<file path="src/slpo_pkg.sv">
// Package for the serial-in, latched parallel-out shifter: widths, depths, reset values, pin bundle
package slpo_pkg;
   localparam int STAGES = 8;                 // Shift stages and held word width
   localparam int FIFO_DEPTH = 8;             // Words between the chain and the held word
   localparam int SYNC_STAGES = 2;            // Flip-flops on every pin input
   localparam logic [7:0] CHAIN_RST = 8'h00;  // Stage chain value while cleared
   localparam logic [7:0] HELD_RST = 8'h00;   // Held word value after system reset
   localparam logic [2:0] SYNC_RST = 3'h0;    // Synchroniser value after system reset
   localparam logic SYNC_OE_RST = 1'b1;       // Output enable idles disabled

   // Pins that the host drives, sampled together
   typedef struct packed {
      logic ser_in;
      logic shift_clk;
      logic latch_clk;
   } slpo_pins_t;

   // Parallel output bundle: held data and a separate active-low output enable
   typedef struct packed {
      logic [7:0] data;
      logic oe_n;
   } slpo_par_t;
endpackage

</file>
<file path="src/slpo_top.sv">
// Serial-in shift chain, transfer FIFO, held word and parallel outputs with a separate output enable
`timescale 1ns/10ps

module slpo_fifo #(
   parameter int WIDTH = slpo_pkg::STAGES,
   parameter int DEPTH = slpo_pkg::FIFO_DEPTH
) (
   // Clock and reset
   input wire logic clk,
   input wire logic rst_n,
   // Filling side
   input wire logic in_valid,
   output logic in_ready,
   input wire logic [WIDTH-1:0] in_data,
   // Draining side
   output logic out_valid,
   input wire logic out_ready,
   output logic [WIDTH-1:0] out_data
);
   localparam int PW = (DEPTH > 1) ? $clog2(DEPTH) : 1;
   localparam int CW = $clog2(DEPTH + 1);

   logic [WIDTH-1:0] mem [DEPTH];
   logic [PW-1:0] wr_reg, wr_next, rd_reg, rd_next;
   logic [CW-1:0] cnt_reg, cnt_next;
   logic push, pop;

   // Wrapping pointer step, shared by both pointers
   function automatic logic [PW-1:0] step(input logic [PW-1:0] p);
      step = (p == PW'(DEPTH - 1)) ? '0 : PW'(p + 1'b1);
   endfunction

   // Honest full and empty from the occupancy count
   assign in_ready = (cnt_reg != CW'(DEPTH));
   assign out_valid = (cnt_reg != '0);
   assign out_data = mem[rd_reg];
   assign push = in_valid & in_ready;
   assign pop = out_valid & out_ready;

   // Pointer and count next values
   always_comb begin
      wr_next = push ? step(wr_reg) : wr_reg;
      rd_next = pop ? step(rd_reg) : rd_reg;
      cnt_next = cnt_reg;
      if (push && !pop) begin
         cnt_next = CW'(cnt_reg + 1'b1);
      end else if (pop && !push) begin
         cnt_next = CW'(cnt_reg - 1'b1);
      end
   end

   // Pointer and count registers
   always_ff @(posedge clk or negedge rst_n) begin
      if (!rst_n) begin
         wr_reg <= '0;
         rd_reg <= '0;
         cnt_reg <= '0;
      end else begin
         wr_reg <= wr_next;
         rd_reg <= rd_next;
         cnt_reg <= cnt_next;
      end
   end

   // Storage has no reset; contents are only read while counted valid
   always_ff @(posedge clk) begin
      if (push) begin
         mem[wr_reg] <= in_data;
      end
   end
endmodule // slpo_fifo

module slpo_top (
   // System clock and reset
   input wire logic clk,
   input wire logic rst_n,
   // Host pins
   input wire logic ser_in,
   input wire logic shift_clk,
   input wire logic latch_clk,
   input wire logic stage_clr_n,
   input wire logic out_en_n,
   // Drain control from local logic
   input wire logic held_stall,
   output logic xfer_ready,
   // Outputs
   output logic [7:0] parallel_pins,
   output logic parallel_pins_oe_n,
   output logic cascade_out
);
   localparam int N = slpo_pkg::STAGES;

   slpo_pkg::slpo_pins_t pins_in;
   slpo_pkg::slpo_pins_t s1_reg, s2_reg, prev_reg;
   slpo_pkg::slpo_par_t par_reg, par_next;
   logic oe1_reg, oe2_reg;
   logic [N-1:0] stage_chain, chain_next;
   logic [N-1:0] held_word, held_next;
   logic shift_rise, latch_rise;
   logic fifo_valid;
   logic [N-1:0] fifo_data;
   logic pop;
   logic clr_any_n, clr1_n_reg, clr2_n_reg;

   assign pins_in = '{ser_in: ser_in, shift_clk: shift_clk, latch_clk: latch_clk};

   // Two-flop synchronisers; prev_reg reads only the second stage
   always_ff @(posedge clk or negedge rst_n) begin
      if (!rst_n) begin
         s1_reg <= slpo_pkg::SYNC_RST;
         s2_reg <= slpo_pkg::SYNC_RST;
         prev_reg <= slpo_pkg::SYNC_RST;
         oe1_reg <= slpo_pkg::SYNC_OE_RST;
         oe2_reg <= slpo_pkg::SYNC_OE_RST;
      end else begin
         s1_reg <= pins_in;
         s2_reg <= s1_reg;
         prev_reg <= s2_reg;
         oe1_reg <= out_en_n;
         oe2_reg <= oe1_reg;
      end
   end

   // Rising edge of a sampled pin, shared by both host clocks
   function automatic logic rose(input logic now_lvl, input logic was_lvl);
      rose = now_lvl & ~was_lvl;
   endfunction

   // Edge finders on the sampled host clocks
   assign shift_rise = rose(s2_reg.shift_clk, prev_reg.shift_clk);
   assign latch_rise = rose(s2_reg.latch_clk, prev_reg.latch_clk);

   // Chain next value: data into stage one, the rest move up
   always_comb begin
      chain_next = stage_chain;
      if (shift_rise) begin
         chain_next = {stage_chain[N-2:0], s2_reg.ser_in};
      end
   end

   // Stage clear falls through at once but is released through two flops,
   // so a release never races the clock; a shift in those two cycles is lost
   assign clr_any_n = rst_n & stage_clr_n;

   always_ff @(posedge clk or negedge clr_any_n) begin
      if (!clr_any_n) begin
         clr1_n_reg <= 1'b0;
         clr2_n_reg <= 1'b0;
      end else begin
         clr1_n_reg <= 1'b1;
         clr2_n_reg <= clr1_n_reg;
      end
   end

   // Stage chain; the clear acts with no clock edge
   always_ff @(posedge clk or negedge clr2_n_reg) begin
      if (!clr2_n_reg) begin
         stage_chain <= slpo_pkg::CHAIN_RST;
      end else begin
         stage_chain <= chain_next;
      end
   end

   // Latch transfers queue here; a full queue refuses them and shows it on xfer_ready
   slpo_fifo #(
      .WIDTH(N),
      .DEPTH(slpo_pkg::FIFO_DEPTH)
   ) u_fifo (
      .clk(clk),
      .rst_n(rst_n),
      .in_valid(latch_rise),
      .in_ready(xfer_ready),
      .in_data(stage_chain),
      .out_valid(fifo_valid),
      .out_ready(~held_stall),
      .out_data(fifo_data)
   );
   assign pop = fifo_valid & ~held_stall;

   // Held word changes only on a transfer; stage clear does not reach it
   always_comb begin
      held_next = pop ? fifo_data : held_word;
      par_next.data = held_next;
      par_next.oe_n = oe2_reg;
   end

   // Held word and output registers; only system reset clears them
   always_ff @(posedge clk or negedge rst_n) begin
      if (!rst_n) begin
         held_word <= slpo_pkg::HELD_RST;
         par_reg <= '{data: slpo_pkg::HELD_RST, oe_n: slpo_pkg::SYNC_OE_RST};
      end else begin
         held_word <= held_next;
         par_reg <= par_next;
      end
   end

   // Pins always carry the held data; oe_n leaves separately on parallel_pins_oe_n and nothing here floats them
   assign parallel_pins = par_reg.data;
   assign parallel_pins_oe_n = par_reg.oe_n;
   assign cascade_out = stage_chain[N-1];
endmodule // slpo_top

</file>
<file path="config.mk">
export PLATFORM = sky130hd
export DESIGN_NAME = slpo_top
export DESIGN_NICKNAME = d
export VERILOG_FILES = /design/src/slpo_pkg.sv /design/src/slpo_top.sv
export SDC_FILE = /design/constraint.sdc
export NUM_CORES = 1
export LEC_CHECK = 0
export BUFFER_PORTS_ARGS = -buffer_cell sky130_fd_sc_hd__buf_4
export CORE_MARGIN = 5
export CORE_UTILIZATION = 65
export DETAILED_ROUTE_END_ITERATION = 8
export PLACE_DENSITY = 0.84
export SKIP_LAST_GASP = 1
export SLEW_MARGIN = 20
export SYNTH_ARGS = -nofsm -noshare
export SYNTH_HDL_FRONTEND = slang
export SYNTH_SLANG_ARGS = --single-unit
export TNS_END_PERCENT = 100
</file>
<file path="constraint.sdc">
create_clock -name clk -period 2.25 [get_ports clk]
set_input_delay 0.45 -clock clk [delete_from_list [all_inputs] [get_ports clk]]
set_output_delay 0.45 -clock clk [all_outputs]
set_load 0.01 [all_outputs]
</file>
==> results.json <==
{
  "status": "complete, but fails checks",
  "violations": "hold timing, setup timing",
  "top_register": "u_fifo.mem",
  "synth_top_flop_cell": "edfxtp_1",
  "antenna_found_initial": 0,
  "irDropWorstVdd_mv": 1.02,
  "firstDrtPassIters": 4,
  "path_clk_slew_ns": 0.09,
  "worstMarginPinSlew_ns": 1.11,
  "finalClockSkew_ns": 0.0125,
  "post-route-period-util": 1.02,
  "drc_errors": 0,
  "syn_nets": 271,
  "initial_core_util": 0.677,
  "cp_max_fo": 4,
  "fin_crit_ns": 2.31,
  "layout_common_cells": "edfxtp_1 (64), buf_4 (37), dfrtp_1 (34), mux2i_1 (33), nand2_1 (18)",
  "layout_commonest_cell": "edfxtp_1",
  "crit_arrival_ns": 2.55,
  "cts_buffers": 9,
  "drt-initial-drc-count": 132,
  "avgRoutedWirePerCell_um": 19.9,
  "rsz0062_at_grt": "yes",
  "grt_pass1_wl_um": 12300,
  "dieWidth_um": 89.0,
  "ys_types": 37,
  "antenna_left": 0,
  "vias_per_cell": 6.06,
  "yosysWarningCount": 0,
  "min_path_type": "in -> async",
  "overflow": 0,
  "cts-root-buf": "clkbuf_8",
  "synth_area_um2": 4060,
  "hold_violations": 5,
  "fmax_mhz": 434,
  "synth_top_area_frac": 0.474,
  "holdWs_ns": -0.00359,
  "final_core_util": 0.771,
  "cts_tree": "built",
  "wl_um": 7450,
  "worstSetupPathType": "reg -> reg",
  "synthAdderAreaFrac": 0.0265,
  "die_area_um2": 7920,
  "grt_max_degree": 31,
  "largest_registers": "u_fifo.mem (64), held_word (8), stage_chain (8)",
  "synth_seq_cells": 103,
  "yosys.area_share.simple": 0.0700,
  "io_pins": 19,
  "cp-start-kind": "register",
  "maxCapViolCount": 0,
  "post-place-ws_ns": -0.0477,
  "rows": 28,
  "muxShareOfSynthArea": 0.116,
  "die_h_um": 89.0,
  "synthArstFlopShare": 0.379,
  "synth_top_family_by_area": "multiplexers",
  "register_area_um2": 2900,
  "diodes": 0,
  "insertion_delay_ns": 0.36,
  "yosysTopAreaCell": "edfxtp_1",
  "postSynthAreaPerCell_um2": 15.9,
  "place_congestion": 0.761,
  "cts_sinks": 103,
  "fillers": 329,
  "rrSetupSlack_ns": -0.06,
  "synth-compound-area-share": 0.0509,
  "worst_slack_ns": -0.0560,
  "finalSetupViolCount": 1,
  "cts_buffer_depth": 2,
  "finalNetCount": 310,
  "grt_pass1_vias": 2289,
  "p_per_area_nw_per_um2": 1240,
  "dp.final_hpwl_um": 5040,
  "yosys-top-cells-area": "edfxtp_1 (47%), dfrtp_1 (22%), mux2i_1 (8.1%), a22oi_1 (3.0%), mux2_2 (2.5%)",
  "numPortBuffers": 18,
  "ctsHtreeMaxLevel": 3,
  "synthXorXnorAreaFrac": 0.00432,
  "syn_inst": 255,
  "syn_to_final_growth_pct": 13.8,
  "cp-end-kind": "register",
  "maxSlewHeadroom": 0.256,
  "multi_input_area_um2": 1130,
  "cp.required_ns": 2.49,
  "synth_edf_count": 64,
  "ys_seq_area_frac": 0.715,
  "grt_usage": 0.217,
  "largest_register_ffs": 64,
  "slew_violations": 0,
  "core_um2": 5990,
  "drive_above_1_share": 0.271,
  "via_count": 2267,
  "leakage_nw": 1.83
}
logic make-up (layout without fill, tap and decap cells):
| family | after synthesis | in the layout |
|---|---|---|
| compound gates | 31 | 31 |
| xor+xnor | 2 | 2 |
| fa+ha+maj | 8 | 8 |
| buf+inv | 13 | 57 |
| flops | 103 | 103 |
| mux | 45 | 45 |
| other cells | 1 | 1 |
| simple gates | 52 | 52 |
worst max-delay path: stages (launching register included):
cell and delay, ns:
dfrtp_2 0.42, or4b_4 0.54, nand3b_4 0.12, inv_4 0.04, ha_4 0.16, inv_4 0.08, ha_4 0.19, a21o_1 0.19
a21oi_2 0.14, mux2i_1 0.21, o31ai_1 0.10
through the flow:
stage / power, mW / cells / cell area [um^2] / setup TNS (ns) / hold WS [ns]
floorplan: 3.97 / 255 / 4100 / -0.0929 / 0.0946
finish: 5.71 / 374 / 4620 / -0.0560 / -0.00359
detailed placement: 4.61 / 350 / 4360 / -0.0477 / 0.143
CTS: 5.70 / 371 / 4590 / -0.0692 / 0.000937
global route: 6.03 / 374 / 4620 / -0.188 / 0.00139
global placement: 4.47 / 350 / 4360 / 0 / 0.127
metal layers:
metal / track usage / wire length, um / vias to the layer above
met5: 0 / 0 / -
met4: 0.0636 / 118 / 0
met1: 0.279 / 3070 / 1150
met2: 0.362 / 3800 / 76
li1: - / - / 1032
met3: 0.0636 / 466 / 9
area by class of cell:
class / count / area share
Clock inverter: 6 / 0.0106
Multi-Input combinational cell: 139 / 0.244
Tap cell: 75 / 0.0203
Clock buffer: 10 / 0.0298
Inverter: 3 / 0.00352
Timing Repair Buffer: 38 / 0.0623
Sequential cell: 103 / 0.629
Yosys cell counts, drive strengths merged, types with 2 or more instances:
| master | n |
|---|---|
| a21o | 2 |
| nor2 | 6 |
| dfrtp | 36 |
| nand2 | 19 |
| a22oi | 16 |
| clkbuf | 2 |
| nand3 | 8 |
| buf | 8 |
| inv | 3 |
| edfxtp | 64 |
| mux2i | 33 |
| and2 | 2 |
| nor4 | 2 |
| o21ai | 10 |
| nor2b | 3 |
| xnor2 | 2 |
| dfstp | 3 |
| nand2b | 2 |
| mux2 | 12 |
| ha | 7 |
| nor3 | 8 |
path summary, 6_finish.rpt:
check                                   from                end  depth (start not counted)
setup reg to reg           u_fifo.cnt_reg[1]  u_fifo.cnt_reg[3]                         10
hold / removal                         rst_n       held_word[6]                          1
hold reg to reg                   clr2_n_reg     stage_chain[0]                          0
max in group asynchronous        stage_clr_n         clr1_n_reg                          3
min in group clk                      ser_in          s1_reg[2]                          1
setup / recovery           u_fifo.cnt_reg[1]  u_fifo.cnt_reg[3]                         10
power breakdown:
part           switching, mW  leakage [nW]  internal [mW]
registers              0.348          1.04           2.48
clock network          0.629        0.0942          0.447
logic                  0.960         0.693          0.847
total                   1.94          1.83           3.77
what timing repair did:
action | 4_1_cts | 5_1_grt
endpoints found under the setup margin | 1 | 3
cloned | 0 | 0
pin swaps | 5 | 6
endpoints found under the hold margin | 2 | 0
resized for setup | 0 | 1
hold buffers | 1 | 0
buffers inserted | 4 | 3
Power figures use the tool's default switching activity.
